$ cat config.mk
export PLATFORM = sky130hd
export DESIGN_NAME = measurement_result_and_conversion_ctrl
export DESIGN_NICKNAME = d
export VERILOG_FILES = /design/src/sample_averager.v /design/src/scl_timeout_monitor.v /design/src/measurement_result_and_conversion_ctrl.v
export VERILOG_INCLUDE_DIRS = /design/src
export SDC_FILE = /design/constraint.sdc
export NUM_CORES = 1
export LEC_CHECK = 0
export ABC_AREA = 1
export BUFFER_PORTS_ARGS = -buffer_cell sky130_fd_sc_hd__buf_2
export CAP_MARGIN = 20
export CORE_AREA = 2 2 113 115
export CTS_BUF_LIST = sky130_fd_sc_hd__clkbuf_8
export DETAILED_ROUTE_END_ITERATION = 10
export DIE_AREA = 0 0 115 117
export GPL_ROUTABILITY_DRIVEN = 0
export PLACE_DENSITY = 0.84
export SLEW_MARGIN = 25
export SYNTH_ARGS = -nofsm -noshare
export SYNTH_HDL_FRONTEND = slang
export SYNTH_SLANG_ARGS = --single-unit
$ cat constraint.sdc
create_clock -name clk_sys -period 3.83 [get_ports clk_sys]
set_clock_uncertainty 0.1 [all_clocks]
set_input_delay 0.1915 -clock clk_sys [delete_from_list [all_inputs] [get_ports clk_sys]]
set_output_delay 0.1915 -clock clk_sys [all_outputs]
set_load 0.02 [all_outputs]
$ cat src/measurement_defs.vh
`ifndef MEASUREMENT_DEFS_VH
`define MEASUREMENT_DEFS_VH

// ==============================================
// Register offsets on the register port.
`define ADDR_LSB_LOW      8'h04
`define ADDR_LSB_HIGH     8'h05
`define ADDR_INT_TEMP     8'h07
`define ADDR_EXT_ANALOG_INPUT_1     8'h08
`define ADDR_ANALOG_INPUT_2         8'h09
`define ADDR_ANALOG_INPUT_3         8'h0a
`define ADDR_ANALOG_INPUT_4         8'h0b
`define ADDR_ANALOG_INPUT_5         8'h0c
`define ADDR_ANALOG_INPUT_6         8'h0d
`define ADDR_CONV_CTRL    8'h19

// ==============================================
// Conversion control fields and reset values.
`define CTRL_RESET        8'h00
`define CTRL_SOFT_RESET   7
`define CTRL_TIMEOUT_EN   6
`define CTRL_AVG_DIS      5
`define CTRL_MODE         4
`define CTRL_CHAN_HI      3
`define CTRL_CHAN_LO      0
`define RESULT_RESET      10'h000
`define READ_ZERO         8'h00

// ==============================================
// Channel codes.
`define CH_VDD            4'h0
`define CH_INT_TEMP       4'h1
`define CH_EXT_ANALOG_INPUT_1       4'h2
`define CH_ANALOG_INPUT_2           4'h3
`define CH_ANALOG_INPUT_6           4'h7
`define CH_LAST           4'h9

// ==============================================
// Averaging and timing.
`define AVG_LAST          4'hf
`define AVG_SHIFT         4
`define SCL_TIMEOUT_MS    25
`define CLK_FREQ_KHZ      100000

`endif

$ cat src/sample_averager.v
`timescale 1ns/1ps
`default_nettype none
`include "measurement_defs.vh"

module sample_averager
(
   input  wire        clk_sys,
   input  wire        reset_n,
   input  wire        clear,
   input  wire        sampleValid,
   input  wire [9:0]  sampleData,
   input  wire        avgDisable,
   output reg         avgDone,
   output reg  [9:0]  avgResult
);

   reg  [13:0] accum_q;
   reg  [3:0]  count_q;
   wire [13:0] sum;

   assign sum = accum_q + {4'h0, sampleData};

   // ==============================================
   // Sums sixteen samples, or passes each one through when averaging is off.
   always @(posedge clk_sys or negedge reset_n)
   begin
      if (!reset_n)
      begin
         accum_q   <= 14'h0000;
         count_q   <= 4'h0;
         avgDone   <= 1'b0;
         avgResult <= `RESULT_RESET;
      end
      else if (clear)
      begin
         accum_q <= 14'h0000;
         count_q <= 4'h0;
         avgDone <= 1'b0;
      end
      else if (sampleValid)
      begin
         if (avgDisable)
         begin
            avgDone   <= 1'b1;
            avgResult <= sampleData;
         end
         else if (count_q == `AVG_LAST)
         begin
            avgDone   <= 1'b1;
            avgResult <= sum[13:`AVG_SHIFT];
            accum_q   <= 14'h0000;
            count_q   <= 4'h0;
         end
         else
         begin
            avgDone <= 1'b0;
            accum_q <= sum;
            count_q <= count_q + 4'h1;
         end
      end
      else
      begin
         avgDone <= 1'b0;
      end
   end

endmodule
`default_nettype wire

$ cat src/scl_timeout_monitor.v
`timescale 1ns/1ps
`default_nettype none
`include "measurement_defs.vh"

module scl_timeout_monitor
#(
   parameter integer CNT_W          = 22,
   parameter integer TIMEOUT_CYCLES = 2500000
)
(
   input  wire clk_sys,
   input  wire reset_n,
   input  wire sclIn,
   input  wire enable,
   input  wire syncClear,
   output reg  timeoutPulse,
   output reg  sdaRelease
);

   // The last count is cut to the counter width on purpose.
   localparam integer     LIMIT_FULL = TIMEOUT_CYCLES - 1;
   localparam [CNT_W-1:0] LIMIT      = LIMIT_FULL[CNT_W-1:0];

   reg             sclMeta_q;
   reg             sclSync_q;
   reg [CNT_W-1:0] lowCount_q;

   // ==============================================
   // Brings the serial clock pin into this clock domain.
   always @(posedge clk_sys or negedge reset_n)
   begin
      if (!reset_n)
      begin
         sclMeta_q <= 1'b1;
         sclSync_q <= 1'b1;
      end
      else
      begin
         sclMeta_q <= sclIn;
         sclSync_q <= sclMeta_q;
      end
   end

   // ==============================================
   // Times a low clock pulse and abandons the transfer once it is too long.
   always @(posedge clk_sys or negedge reset_n)
   begin
      if (!reset_n)
      begin
         lowCount_q   <= {CNT_W{1'b0}};
         timeoutPulse <= 1'b0;
         sdaRelease   <= 1'b0;
      end
      else if (syncClear || !enable || sclSync_q)
      begin
         lowCount_q   <= {CNT_W{1'b0}};
         timeoutPulse <= 1'b0;
         sdaRelease   <= 1'b0;
      end
      else if (lowCount_q == LIMIT)
      begin
         timeoutPulse <= !sdaRelease;
         sdaRelease   <= 1'b1;
      end
      else
      begin
         lowCount_q   <= lowCount_q + {{(CNT_W-1){1'b0}}, 1'b1};
         timeoutPulse <= 1'b0;
      end
   end

endmodule
`default_nettype wire

$ cat src/measurement_result_and_conversion_ctrl.v
// Overview of operation
// - Register 07h holds internal temperature bits 9:2, twos complement.
// - Register 08h holds external temperature or input 1, upper eight bits.
// - Input 2 full result is register 09h plus bits 3:2 of 04h.
// - Input 3 full result is register 0Ah plus bits 5:4 of 04h.
// - Input 4 full result is register 0Bh plus bits 7:6 of 04h.
// - Input 5 full result is register 0Ch plus bits 1:0 of 05h.
// - All result registers read zero after power-up.
// - Single-channel mode converts the channel coded in the 4-bit select field.
// - Code 0010 picks external sensor or input 1 from another register.
// - Mode bit 0 gives round robin, 1 gives single channel.
// - Sixteen-sample averaging is on unless the averaging bit is set.
// - With timeout enabled, a low clock pulse over 25 ms abandons the transfer.
// - Writing 1 to the top control bit resets all registers to defaults.
// - Register 05h holds low bit pairs of inputs 5 to 8.
`timescale 1ns/1ps
`default_nettype none
`include "measurement_defs.vh"

module measurement_result_and_conversion_ctrl
#(
   parameter integer TIMEOUT_MS     = `SCL_TIMEOUT_MS,
   parameter integer TIMEOUT_CYCLES = TIMEOUT_MS * `CLK_FREQ_KHZ,
   parameter integer CNT_W          = 22
)
(
   input  wire        clk_sys,
   input  wire        reset_n,
   input  wire [7:0]  regAddr,
   input  wire [7:0]  regWrData,
   input  wire        regWrEn,
   input  wire        regRdEn,
   output reg  [7:0]  regRdData,
   input  wire [1:0]  extInputSelect,
   output reg         convStart,
   output reg  [3:0]  convChannel,
   output reg         convUseAin1,
   input  wire        sampleValid,
   input  wire [9:0]  sampleData,
   input  wire        sclIn,
   output wire        sclTimeout,
   output wire        sdaRelease,
   output reg         softResetPulse
);

   // ==============================================
   // Sequencer states.
   localparam [1:0] S_START = 2'h0;
   localparam [1:0] S_WAIT  = 2'h1;
   localparam [1:0] S_CHECK = 2'h2;

   reg  [7:0] convCtrl_q;
   reg  [9:0] resultMem [1:`CH_LAST];
   reg  [1:0] state_q;
   reg  [3:0] chan_q;
   reg        firstSample_q;
   reg  [3:0] nextChan;
   reg  [7:0] rdData_d;
   wire       ctrlWrite;
   wire       softReset;
   wire       singleMode;
   wire       avgDisable;
   wire       timeoutEnable;
   wire [3:0] chanSelect;
   wire       avgDone;
   wire [9:0] avgResult;
   wire       avgClear;
   wire [7:0] lsbLow;
   wire [7:0] lsbHigh;
   integer    i;

   // ==============================================
   // Control field decode.
   assign ctrlWrite     = regWrEn && (regAddr == `ADDR_CONV_CTRL);
   assign softReset     = ctrlWrite && regWrData[`CTRL_SOFT_RESET];
   assign singleMode    = convCtrl_q[`CTRL_MODE];
   assign avgDisable    = convCtrl_q[`CTRL_AVG_DIS];
   assign timeoutEnable = convCtrl_q[`CTRL_TIMEOUT_EN];
   assign chanSelect    = convCtrl_q[`CTRL_CHAN_HI:`CTRL_CHAN_LO];

   // ==============================================
   // Conversion control register; the reset bit itself never stores.
   always @(posedge clk_sys or negedge reset_n)
   begin
      if (!reset_n)
      begin
         convCtrl_q <= `CTRL_RESET;
      end
      else if (softReset)
      begin
         convCtrl_q <= `CTRL_RESET;
      end
      else if (ctrlWrite)
      begin
         convCtrl_q <= {1'b0, regWrData[`CTRL_TIMEOUT_EN:`CTRL_CHAN_LO]};
      end
   end

   // ==============================================
   // One-cycle pulse to the rest of the device after a software reset.
   always @(posedge clk_sys or negedge reset_n)
   begin
      if (!reset_n)
      begin
         softResetPulse <= 1'b0;
      end
      else
      begin
         softResetPulse <= softReset;
      end
   end

   // ==============================================
   // Picks the channel after the one just finished.
   always @*
   begin
      nextChan = `CH_VDD;
      if (singleMode)
      begin
         if (chanSelect <= `CH_LAST)
         begin
            nextChan = chanSelect;
         end
         else
         begin
            nextChan = `CH_VDD;
         end
      end
      else if (chan_q != `CH_LAST)
      begin
         nextChan = chan_q + 4'h1;
      end
   end

   // ==============================================
   // Sequencer: requests samples until the averager reports a result.
   always @(posedge clk_sys or negedge reset_n)
   begin
      if (!reset_n)
      begin
         state_q       <= S_START;
         chan_q        <= `CH_VDD;
         firstSample_q <= 1'b1;
         convStart     <= 1'b0;
      end
      else if (softReset)
      begin
         state_q       <= S_START;
         chan_q        <= `CH_VDD;
         firstSample_q <= 1'b1;
         convStart     <= 1'b0;
      end
      else
      begin
         case (state_q)
            S_START:
            begin
               convStart <= 1'b1;
               state_q   <= S_WAIT;
            end
            S_WAIT:
            begin
               convStart <= 1'b0;
               if (sampleValid)
               begin
                  firstSample_q <= 1'b0;
                  state_q       <= S_CHECK;
               end
            end
            S_CHECK:
            begin
               if (avgDone)
               begin
                  chan_q        <= nextChan;
                  firstSample_q <= 1'b1;
               end
               state_q <= S_START;
            end
            default:
            begin
               state_q   <= S_START;
               convStart <= 1'b0;
            end
         endcase
      end
   end

   // ==============================================
   // Channel and source select presented to the converter.
   always @(posedge clk_sys or negedge reset_n)
   begin
      if (!reset_n)
      begin
         convChannel <= `CH_VDD;
         convUseAin1 <= 1'b0;
      end
      else
      begin
         convChannel <= chan_q;
         convUseAin1 <= (chan_q == `CH_EXT_ANALOG_INPUT_1) && (|extInputSelect);
      end
   end

   // ==============================================
   // The first sample of each channel restarts the sum.
   assign avgClear = softReset || (sampleValid && firstSample_q && (state_q == S_WAIT));

   sample_averager u_averager
   (
      .clk_sys     (clk_sys),
      .reset_n     (reset_n),
      .clear       (avgClear),
      .sampleValid (sampleValid && (state_q == S_WAIT) && !avgClear),
      .sampleData  (sampleData),
      .avgDisable  (avgDisable),
      .avgDone     (avgDone),
      .avgResult   (avgResult)
   );

   // ==============================================
   // Result store; VDD is kept elsewhere in the device.
   always @(posedge clk_sys or negedge reset_n)
   begin
      if (!reset_n)
      begin
         for (i = 1; i <= `CH_LAST; i = i + 1)
         begin
            resultMem[i] <= `RESULT_RESET;
         end
      end
      else if (softReset)
      begin
         for (i = 1; i <= `CH_LAST; i = i + 1)
         begin
            resultMem[i] <= `RESULT_RESET;
         end
      end
      else if ((state_q == S_CHECK) && avgDone && (chan_q != `CH_VDD))
      begin
         resultMem[chan_q] <= avgResult;
      end
   end

   // ==============================================
   // Shared low-bit registers.
   assign lsbLow  = {resultMem[5][1:0], resultMem[4][1:0],
                     resultMem[3][1:0], resultMem[2][1:0]};
   assign lsbHigh = {resultMem[9][1:0], resultMem[8][1:0],
                     resultMem[7][1:0], resultMem[6][1:0]};

   // ==============================================
   // Read decode; unmapped offsets read zero.
   always @*
   begin
      rdData_d = `READ_ZERO;
      case (regAddr)
         `ADDR_LSB_LOW:   rdData_d = lsbLow;
         `ADDR_LSB_HIGH:  rdData_d = lsbHigh;
         `ADDR_INT_TEMP:  rdData_d = resultMem[1][9:2];
         `ADDR_EXT_ANALOG_INPUT_1:  rdData_d = resultMem[2][9:2];
         `ADDR_ANALOG_INPUT_2:      rdData_d = resultMem[3][9:2];
         `ADDR_ANALOG_INPUT_3:      rdData_d = resultMem[4][9:2];
         `ADDR_ANALOG_INPUT_4:      rdData_d = resultMem[5][9:2];
         `ADDR_ANALOG_INPUT_5:      rdData_d = resultMem[6][9:2];
         `ADDR_ANALOG_INPUT_6:      rdData_d = resultMem[7][9:2];
         `ADDR_CONV_CTRL: rdData_d = convCtrl_q;
         default:         rdData_d = `READ_ZERO;
      endcase
   end

   // ==============================================
   // Read data stands only in the cycle after the strobe.
   always @(posedge clk_sys or negedge reset_n)
   begin
      if (!reset_n)
      begin
         regRdData <= `READ_ZERO;
      end
      else if (regRdEn)
      begin
         regRdData <= rdData_d;
      end
      else
      begin
         regRdData <= `READ_ZERO;
      end
   end

   // ==============================================
   // Serial clock timeout watchdog.
   scl_timeout_monitor
   #(
      .CNT_W          (CNT_W),
      .TIMEOUT_CYCLES (TIMEOUT_CYCLES)
   )
   u_timeout
   (
      .clk_sys      (clk_sys),
      .reset_n      (reset_n),
      .sclIn        (sclIn),
      .enable       (timeoutEnable),
      .syncClear    (softReset),
      .timeoutPulse (sclTimeout),
      .sdaRelease   (sdaRelease)
   );

endmodule
`default_nettype wire

==> key figures, run 1 <==
Outcome
  – Result of the run: finished clean

Route
  – First-pass DRT Iterations: 5
  – Via count normalized by instance count: ~6
  – Drt drc: 0
  – Drt total wl: approximately 21 mm
  – WL per Instance: around 17 um
  – Violation count after the first detailed-routing iteration: 850
  – Number of nets still failing antenna checks after routing: 0
  – Overall via count from detail_route: about 7600

Synth
  – Synth unique cells: 43
  – Register bit count reported by yosys: roughly 160
  – Area leader, netlist: dfrtp_1
  – Post-synthesis share of cell area spent on and, or, nand and nor gates: just over 30%
  – Leading cell types by total area after synthesis: dfrtp_1 (47%), nand2_1 (11%), nand3_1 (8.8%), o21ai_0 (5.8%), inv_1 (5.0%)
  – Total of warnings raised by yosys: 0
  – Avg Synthesized Cell Area: about 8 um^2
  – Post-Synthesis Net Count: 1089
  – Adder and majority gate portion of the synthesized area: 2.09%
  – Post-synth top area share: between 40% and 50%
  – Multiplexer fraction of the synthesized cell area: less than 1%
  – Synthesized instance count: approximately 1000
  – Asr flop ratio synth: 100%
  – Synth Area in Compound Gates: slightly below 10%
  – Post-synth EDFFs: 0
  – Commonest register cell after synthesis: dfrtp_1
  – Combinational family with the most area after synthesis: simple AND/OR/NAND/NOR gates
  – Post-synthesis xor/xnor area fraction: 1.72%
  – Mapped Area: 8160 um^2
  – Post-synthesis sequential area ratio: a little under half

Global route
  – Overflow left after global routing: 0
  – Maximum number of pins on one net before global-route repair: 89
  – Antenna violations before repair: 0
  – Via count of the first global-routing pass: 6993
  – First-pass GRT wire length: ~34 mm
  – Global-route usage over all layers: 33.0%

Critical path
  – Critical path data required time: slightly above 4 ns
  – Cell seen most often among critical-path stages: nor2_1
  – Critical path peak fanout: 11
  – WP buf/inv: 1
  – Kind of launch point of the worst setup path: flop
  – Crit path capture type: flop
  – Sequence of cells on the critical path: inv_1 > nor2_4 > nand3_1 > nor2_1 > nor2_1 > nand2_1 > o21ai_0
  – Maximum single-stage delay on the critical path: about 0.7 ns
  – Worst path top cell family by delay: simple AND/OR/NAND/NOR gates
  – Cell with the largest stage delay on the worst path: nor2_1
  – Critical path type: flop to flop
  – Data arrival time of the worst path: between 2 and 3 ns

Final layout
  – Synthesis-to-finish area growth: 11.4%
  – Finished Layout Cells: approximately 1300
  – Number of fill cells in the layout: just over 900
  – Ratio of cells with drive above 1 in the final layout: 10.6%
  – Most common cell after layout, fill and taps aside: nand2_1
  – Antenna Cells: 0
  – Highest-count cells in the layout ignoring fill and taps: nand2_1 (249), dfrtp_1 (153), nand3_1 (144)
  – Final net count: about 1200

Power and ir drop
  – P_leak: 4.52 nW
  – Post-layout power: 4.59 mW
  – Peak supply drop: ~0.42 mV
  – Power per standard cell area: approximately 510 nW/um^2

Clock network
  – Number of sinks driven by the clock tree: 156
  – CTS Hold Buffers Added: 14
  – Buffers inserted during post-CTS setup optimization: 0
  – TritonCTS Buffers: 17
  – TritonCTS clock tree: yes
  – Post-cts repair resize count: 0
  – Bufs on Longest Clock Path: 2
  – Clock root buffer: clkbuf_8
  – Later-pin clock latency in the skew report: 0.48 ns
  – Clock transition at the registers of the reported paths: ~0.090 ns
  – Number of H-tree levels: 4

Timing
  – Setup TNS: 0 ns
  – Transition time at the pin with the least slew margin: 0.832 ns
  – RSZ-0062 raised after global routing: false
  – Worst slew margin: around 44%
  – Post-route fraction of the period consumed by the critical path: 61.8%
  – Final Hold Fails: 0
  – Fin Hold WS: a little under 0.003 ns
  – Shortest clock period the worst path allows after layout: 2.37 ns
  – Final count of pins violating max slew: 0
  – Least setup slack across all paths after layout: 1.46 ns
  – F_max: about 420 MHz
  – Final setup vio count: 0

Flow run
  – Max cap viols: 0

Die
  – Area of the core region: 12300 um^2
  – Starting density of the core: between 60% and 70%
  – Chip Height: 117 um
  – I/O Pins: 51
  – Overall die width: 115 um
  – Die area: about 13000 um^2
  – Placement Rows: a little over 40

Placement
  – Buffers added on ports: 50
  – Hpwl dp: between 10 and 15 mm
  – Worst-case setup slack after placement: around 1.3 ns
  – Placed cell count: approximately 1200

Worst hold path
  – Hold WC Path Type: input port to flop
worst register-to-register path: stages (launching register included):
cell and delay (ns):
dfrtp_1 0.42, inv_1 0.14, nor2_4 0.19, nand3_1 0.24
nor2_1 0.71, nor2_1 0.26, nand2_1 0.12, o21ai_0 0.08
per-stage QoR:
stage	util [%]	cell area (um^2)
floorplan	-	8160
finish	73.8	9090
global route	73.8	9090
global placement	69.1	8500
detailed placement	69.1	8500
CTS	73.8	9090
cell type report:
type                    count  area (um^2)  area share (%)
multi-input cells         746         3670            40.4
inverters                 116          435            4.79
repair buffers             68          439            4.83
well taps                 150          188            2.06
flip-flops and latches    156         3910            43.0
clock buffers              20          275            3.03
clock inverters            12          170            1.87
cell families (layout without fill, tap and decap cells):
kind of cell    count (synthesis)  in the layout
xor+xnor                       16             16
mux                             1              1
fa+ha+maj                      13             13
compound gates                150            150
simple gates                  566            566
flops                         156            156
buf+inv                       140            216
path summary, 6_finish.rpt:
path                       slack, ns                                   to                     startpoint  cells after the start
max                             1.46            resultMem[28]$_DFFE_PN0P_          chan_q[2]$_DFFE_PN0P_                      7
min                            0.003  u_averager.avgResult[9]$_DFFE_PN0P_                  sampleData[9]                      5
max reg2reg                     1.46            resultMem[28]$_DFFE_PN0P_          chan_q[2]$_DFFE_PN0P_                      7
min reg2reg                     0.27        u_timeout.sclSync_q$_DFF_PN1_  u_timeout.sclMeta_q$_DFF_PN1_                      0
max in group asynchronous       2.58                lsbLow[1]$_DFFE_PN0P_                        reset_n                      3
min in group asynchronous       0.17             convChannel[0]$_DFF_PN0_                        reset_n                      2
report_power, final:
group / internal [mW] / switching, mW
Clock: 0.756 / 0.636
Combinational: 0.360 / 0.770
Sequential: 1.89 / 0.181
synth_stat cells, drive strengths merged (2+ instances only):
master and n:
a211oi 2, a21oi 26, a31oi 3, buf 21, clkbuf 3, dfrtp 153, dfstp 3, ha 12
inv 115, nand2 254, nand3 148, nand3b 8, nand4 16, nor2 102, nor3 28, nor3b 3
nor4 3, o211ai 5, o21a 3, o21ai 99, o22ai 8, or2 4, xnor2 4, xor2 12
registers in the layout, indices dropped and copies added (netlist names), 2 cells and up:
signal	cells
u_averager.avgResult	10
lsbLow	8
chan_q	4
state_q	2
u_averager.accum_q	14
convCtrl_q	7
resultMem	56
convChannel	4
lsbHigh	8
regRdData	8
u_timeout.lowCount_q	22
u_averager.count_q	4
metal layers:
metal	wire length (um)	vias up	GRT usage [%]	part of all wire, %
met1	8720	3540	44.1	41
met2	9920	413	52.2	47
li1	-	3559	-	-
met4	722	0	13.6	3.4
met5	0	-	0	0
met3	1670	74	8.39	8.0
Note: power is estimated with default switching activity, not from simulation.
==> run 2: changes to the inputs <==
--- a/config.mk
+++ b/config.mk
@@ -9,12 +9,12 @@
 export ABC_AREA = 1
 export BUFFER_PORTS_ARGS = -buffer_cell sky130_fd_sc_hd__buf_2
 export CAP_MARGIN = 20
-export CORE_AREA = 2 2 113 115
+export CORE_AREA = 2 2 123 125
 export CTS_BUF_LIST = sky130_fd_sc_hd__clkbuf_8
 export DETAILED_ROUTE_END_ITERATION = 10
-export DIE_AREA = 0 0 115 117
+export DIE_AREA = 0 0 125 127
 export GPL_ROUTABILITY_DRIVEN = 0
-export PLACE_DENSITY = 0.84
+export PLACE_DENSITY = 0.75
 export SLEW_MARGIN = 25
 export SYNTH_ARGS = -nofsm -noshare
 export SYNTH_HDL_FRONTEND = slang
==> constraint.sdc (replaced) <==
create_clock -name clk_sys -period 2.1 [get_ports clk_sys]
set_clock_uncertainty 0.1 [all_clocks]
set_input_delay 0.105 -clock clk_sys [delete_from_list [all_inputs] [get_ports clk_sys]]
set_output_delay 0.105 -clock clk_sys [all_outputs]
set_load 0.02 [all_outputs]
==> key figures, run 2 (synthesis gave the netlist of run 1 again) <==
Final layout
  – Antenna Cells: 0
  – Area of all sequential standard cells: 3910 um^2
  – Ratio of cells with drive above 1 in the final layout: between 10% and 20%
  – Most common cell after layout, fill and taps aside: nand2_1
  – Flip-flop count of the largest register, all copies and words added: 56
  – Number of fill cells in the layout: roughly 1200
  – Multi-input combinational cell area: between 3000 and 4000 um^2
  – Final net count: 1194
  – Biggest registers after layout: resultMem x56, u_timeout.lowCount_q x22, u_averager.accum_q x14
  – Highest-count cells in the layout ignoring fill and taps: nand2_1 (248), dfrtp_1 (153), nand3_1 (144)
  – Synthesis-to-finish area growth: 16.3%
  – Biggest register: resultMem

Critical path
  – Worst R2R Setup Slack: 0.19 ns
  – Critical path data required time: 2.33 ns
  – Kind of launch point of the worst setup path: flop
  – Data arrival time of the worst path: between 2 and 2.5 ns
  – Critical path type: flop to flop
  – Reg2reg path depth: 13
  – Critical path peak fanout: 4
  – Crit path capture type: flop

Route
  – Number of nets still failing antenna checks after routing: 0
  – Violation count after the first detailed-routing iteration: between 700 and 800
  – Drt total wl: about 21 mm
  – First-pass DRT Iterations: 5
  – Drt drc: 0
  – Overall via count from detail_route: 7460
  – Via count normalized by instance count: 5.55
  – WL per Instance: between 15 and 20 um

Timing
  – Transition time at the pin with the least slew margin: 0.593 ns
  – Final setup vio count: 0
  – Fin Hold WS: a little under 0.07 ns
  – Post-route fraction of the period consumed by the critical path: approximately 91%
  – F_max: roughly 520 MHz
  – Setup TNS: 0 ns
  – RSZ-0062 raised after global routing: false
  – Worst slew margin: 60.3%
  – Final count of pins violating max slew: 0
  – Shortest clock period the worst path allows after layout: approximately 1.9 ns
  – Final Hold Fails: 0

Global route
  – Via count of the first global-routing pass: ~7100
  – Routing usage on met1: a little under two fifths
  – Global-route met3 utilization: 4.73%
  – Global-route usage over all layers: between 20% and 30%
  – Maximum number of pins on one net before global-route repair: 59
  – GR peak layer: met2
  – Global-route met2 utilization: 43.4%
  – Overflow left after global routing: 0
  – Antenna violations before repair: 0
  – First-pass GRT wire length: ~35 mm

Power and ir drop
  – Peak supply drop: around 0.75 mV
  – P_leak: approximately 4.7 nW
  – Post-layout power: just over 8 mW
  – Power per standard cell area: 869 nW/um^2

Clock network
  – Clock root buffer: clkbuf_8
  – Bufs on Longest Clock Path: 2
  – TritonCTS Buffers: 17
  – Clock transition at the registers of the reported paths: ~0.090 ns
  – TritonCTS clock tree: yes
  – Number of H-tree levels: 4
  – Later-pin clock latency in the skew report: 0.46 ns
  – Number of sinks driven by the clock tree: 156

Die
  – I/O Pins: slightly above 50
  – Placement Rows: 44
  – Starting density of the core: 56.6%
  – Overall die width: ~130 um
  – Area of the core region: around 14000 um^2
  – Chip Height: 127 um
  – Die area: between 15000 and 20000 um^2

Worst hold path
  – Hold WC Path Type: input port to asynchronous set/reset pin

Outcome
  – Result of the run: finished clean

Placement
  – Hpwl dp: 14.9 mm
  – Buffers added on ports: 50

Flow run
  – Max cap viols: 0
## run 2: where the power goes
| group | internal (mW) | switching, mW | total, mW |
|---|---|---|---|
| clock | 1.25 | 1.15 | 2.39 |
| combinational | 0.708 | 1.37 | 2.08 |
| sequential | 3.45 | 0.326 | 3.77 |
## run 2: path summary, 6_finish.rpt
kind	startpoint	endpoint
max	u_averager.accum_q[0]$_DFFE_PN0P_	u_averager.avgResult[2]$_DFFE_PN0P_
min	reset_n	regRdData[0]$_DFF_PN0_
max reg2reg	u_averager.accum_q[0]$_DFFE_PN0P_	u_averager.avgResult[2]$_DFFE_PN0P_
min reg2reg	u_timeout.sclMeta_q$_DFF_PN1_	u_timeout.sclSync_q$_DFF_PN1_
max in group asynchronous	reset_n	firstSample_q$_DFFE_PN1P_
min in group clk_sys	regWrData[7]	convCtrl_q[6]$_DFFE_PN0P_
## run 2: stage by stage
step,instances,utilization (%),worst slack [ns],instance area [um^2]
floorplan,1042,-,0.314,8160
global placement,1281,60.6,0.200,8750
detailed placement,1281,60.6,0.114,8750
CTS,1343,65.7,0.0813,9480
global route,1343,65.8,0.0191,9490
finish,1343,65.8,0.195,9490
## run 2: repair_timing
item,in CTS,in global routing
gates resized for setup,0,4
setup buffers,0,0
hold buffers,31,0
endpoints found under the hold margin,182,0
setup endpoints to repair,0,7
## run 2: per-layer routing
metal | wire length [um] | part of all wire (%)
met1 | 9390 | 45
met2 | 9860 | 47
met3 | 1230 | 5.9
met4 | 520 | 2.5
met5 | 0 | 0
## run 2: cell type report
cell class	instances	area share [%]
clock buffer	19	2.76
clock inverter	12	1.73
inverter	116	4.59
multi-input combinational	746	38.8
sequential	156	41.2
tap	184	2.43
timing repair buffer	110	8.53
## run 2: worst max-delay path, cell delays in order, from the launching register on
cell,delay (ns)
dfrtp_1,0.37
ha_2,0.20
inv_1,0.06
fa_2,0.36
inv_1,0.08
nand3_1,0.08
nand2_2,0.12
nand2_1,0.08
nand2_1,0.06
nand2_1,0.04
nand2_1,0.07
nand2_1,0.05
nand2_1,0.06
o21ai_1,0.05
==> run 3: changes to the inputs <==
--- a/config.mk
+++ b/config.mk
@@ -7,14 +7,14 @@
 export NUM_CORES = 1
 export LEC_CHECK = 0
 export ABC_AREA = 1
-export BUFFER_PORTS_ARGS = -buffer_cell sky130_fd_sc_hd__buf_2
 export CAP_MARGIN = 20
-export CORE_AREA = 2 2 123 125
+export CORE_AREA = 2 2 120 122
 export CTS_BUF_LIST = sky130_fd_sc_hd__clkbuf_8
 export DETAILED_ROUTE_END_ITERATION = 10
-export DIE_AREA = 0 0 125 127
+export DIE_AREA = 0 0 122 124
+export DONT_BUFFER_PORTS = 1
 export GPL_ROUTABILITY_DRIVEN = 0
-export PLACE_DENSITY = 0.75
+export PLACE_DENSITY = 0.72
 export SLEW_MARGIN = 25
 export SYNTH_ARGS = -nofsm -noshare
 export SYNTH_HDL_FRONTEND = slang
==> constraint.sdc (replaced) <==
create_clock -name clk_sys -period 2.2 [get_ports clk_sys]
set_clock_uncertainty 0.1 [all_clocks]
set_input_delay 0.11 -clock clk_sys [delete_from_list [all_inputs] [get_ports clk_sys]]
set_output_delay 0.11 -clock clk_sys [all_outputs]
set_load 0.02 [all_outputs]
==> key figures, run 3 (synthesis gave the netlist of run 1 again) <==
Final layout
  – Synthesis-to-finish area growth: 12.1%
  – Most common cell after layout, fill and taps aside: nand2_1
  – Ratio of cells with drive above 1 in the final layout: 8.03%
  – Final net count: 1142
  – Biggest register: resultMem
  – Biggest registers after layout: resultMem x56, u_timeout.lowCount_q x22, u_averager.accum_q x14
  – Final std cell area, no fill: roughly 9100 um^2
  – Highest-count cells in the layout ignoring fill and taps: nand2_1 (249), dfrtp_1 (153), nand3_1 (143)
  – Number of fill cells in the layout: 1178
  – Flip-flop count of the largest register, all copies and words added: 56
  – Antenna Cells: 0

Global route
  – Global-route met3 utilization: under 10%
  – Routing usage on met1: 40.2%
  – Antenna violations before repair: 0
  – Global-route met2 utilization: between 40 and 50%
  – Maximum number of pins on one net before global-route repair: 157
  – Via count of the first global-routing pass: ~6700
  – Global-route usage over all layers: between 20% and 30%
  – Overflow left after global routing: 0
  – First-pass GRT wire length: 34.0 mm
  – GR peak layer: met2

Timing
  – Setup TNS: 0 ns
  – RSZ-0062 raised after global routing: false
  – Post-route fraction of the period consumed by the critical path: about nine tenths
  – Final count of pins violating max slew: 0
  – Fin Hold WS: -0.769 ns
  – F_max: roughly 500 MHz
  – Final setup vio count: 0
  – Final Hold Fails: between 150 and 200
  – Shortest clock period the worst path allows after layout: roughly 2.0 ns
  – Transition time at the pin with the least slew margin: about 0.65 ns
  – Worst slew margin: between 50% and 60%

Route
  – Overall via count from detail_route: around 7300
  – Drt drc: 0
  – Violation count after the first detailed-routing iteration: just over 600
  – First-pass DRT Iterations: 5
  – Drt total wl: between 20 and 25 mm
  – WL per Instance: roughly 17 um
  – Number of nets still failing antenna checks after routing: 0
  – Via count normalized by instance count: 5.66

Power and ir drop
  – Peak supply drop: 0.618 mV
  – Switching Share: 36.1%
  – Post-layout power: between 7 and 8 mW
  – Clock share of power: around a quarter
  – Relative contribution of sequential cells to total power: roughly half
  – Power per standard cell area: roughly 800 nW/um^2
  – Combinational cell fraction of total power: a little under a quarter
  – Int Pwr: between 4 and 5 mW
  – Switching Power: 2.65 mW
  – P_leak: ~4.4 nW

Die
  – Placement Rows: 43
  – I/O Pins: 51
  – Overall die width: ~120 um
  – Die area: between 15000 and 20000 um^2
  – Chip Height: about 120 um
  – Starting density of the core: 59.5%
  – Area of the core region: approximately 14000 um^2

Critical path
  – Beginning of the critical path: regAddr[2]
  – Crit path capture type: flop
  – Worst flop-to-flop path startpoint: u_averager.accum_q[0]$_DFFE_PN0P_
  – Critical path data required time: 2.50 ns
  – Kind of launch point of the worst setup path: input port
  – Critical path type: input port to flop
  – Data arrival time of the worst path: 2.30 ns
  – Critical path peak fanout: 16

Clock network
  – Number of H-tree levels: 4
  – Bufs on Longest Clock Path: 2
  – TritonCTS clock tree: yes
  – Clock root buffer: clkbuf_8
  – Clock transition at the registers of the reported paths: 0.08 ns
  – CTS Hold Buffers Added: 36
  – Later-pin clock latency in the skew report: ~0.47 ns
  – TritonCTS Buffers: 17
  – Number of sinks driven by the clock tree: ~160

Placement
  – Hpwl dp: between 10 and 15 mm
  – Placed instance area: 8380 um^2
  – Buffers added on ports: 0

Flow run
  – Max cap viols: 0

Worst hold path
  – Hold WC Path Type: input port to asynchronous set/reset pin

Outcome
  – Violated checks: hold timing
  – Result of the run: finished, violations left
## run 3: cell count changes in the layout (fill, tap and decap cells not counted), sizes merged
cell	change
clkinvlp	+3
buf	-58
bufinv	-3
clkbuf	-1
dlygate4sd3	+5
clkinv	+3
## run 3: final timing paths
check	endpoint	slack, ns	cells after the start
worst max-delay path	convCtrl_q[3]$_DFFE_PN0P_	0.20	10
worst min-delay path	convChannel[2]$_DFF_PN0_	-0.77	0
worst max register to register	u_averager.avgResult[2]$_DFFE_PN0P_	0.21	13
worst min register to register	u_timeout.sclSync_q$_DFF_PN1_	0.26	0
max in group asynchronous	u_timeout.sclMeta_q$_DFF_PN1_	2.48	0
min in group clk_sys	u_averager.accum_q[5]$_DFFE_PN0P_	0.04	4
## run 3: critical path, stage by stage
cell and delay [ns]:
inv_1 0.04, nand2_1 0.13, nor2_4 0.20, buf_6 0.21, nand3_4 0.14, clkinvlp_4 0.14
nand3_1 0.08, dlygate4sd3_1 0.58, o21ai_0 0.09, dlygate4sd3_1 0.58
## run 3: layout make-up
type / instances / area (um^2) / share of cell area [%]
Clock inverter: 14 / 98.8 / 1.08
Multi-Input combinational cell: 746 / 3690 / 40.3
Clock buffer: 18 / 248 / 2.71
Timing Repair Buffer: 57 / 534 / 5.84
Sequential cell: 156 / 3910 / 42.7
Tap cell: 180 / 225 / 2.46
Timing Repair inverter: 1 / 5.00 / 0.0547
Inverter: 116 / 439 / 4.80
## run 3: what timing repair did
action | 4_1_cts | 5_1_grt
setup endpoints to repair | 0 | 3
buffers inserted | 0 | 5
hold endpoints to repair | 194 | 156
resized for setup | 0 | 4
## run 3: power by group through the flow
stage / Clock [mW] / Combinational [mW] / Sequential, mW
global route: 2.08 / 2.02 / 3.71
floorplan: 0 / 1.30 / 3.61
global placement: 0 / 1.66 / 3.71
finish: 1.93 / 1.76 / 3.67
detailed placement: 0 / 1.69 / 3.72
CTS: 1.96 / 1.74 / 3.66
## run 3: metrics by stage
step | std cells | hold slack (ns) | utilization, % | setup WS, ns
finish | 1288 | -0.769 | 66.7 | 0.202
global route | 1288 | -0.797 | 66.7 | 0.0526
CTS | 1282 | -0.794 | 66.2 | 0.151
detailed placement | 1214 | -0.283 | 61.0 | 0.245
global placement | 1214 | -0.282 | 61.0 | 0.249
floorplan | 1042 | -0.286 | - | 0.414
## run 3: metal layers
| metal | wire (um) | vias to the layer above |
|---|---|---|
| met5 | 0 | - |
| met1 | 9470 | 3476 |
| met2 | 10100 | 237 |
| li1 | - | 3541 |
| met4 | 415 | 0 |
| met3 | 1320 | 30 |
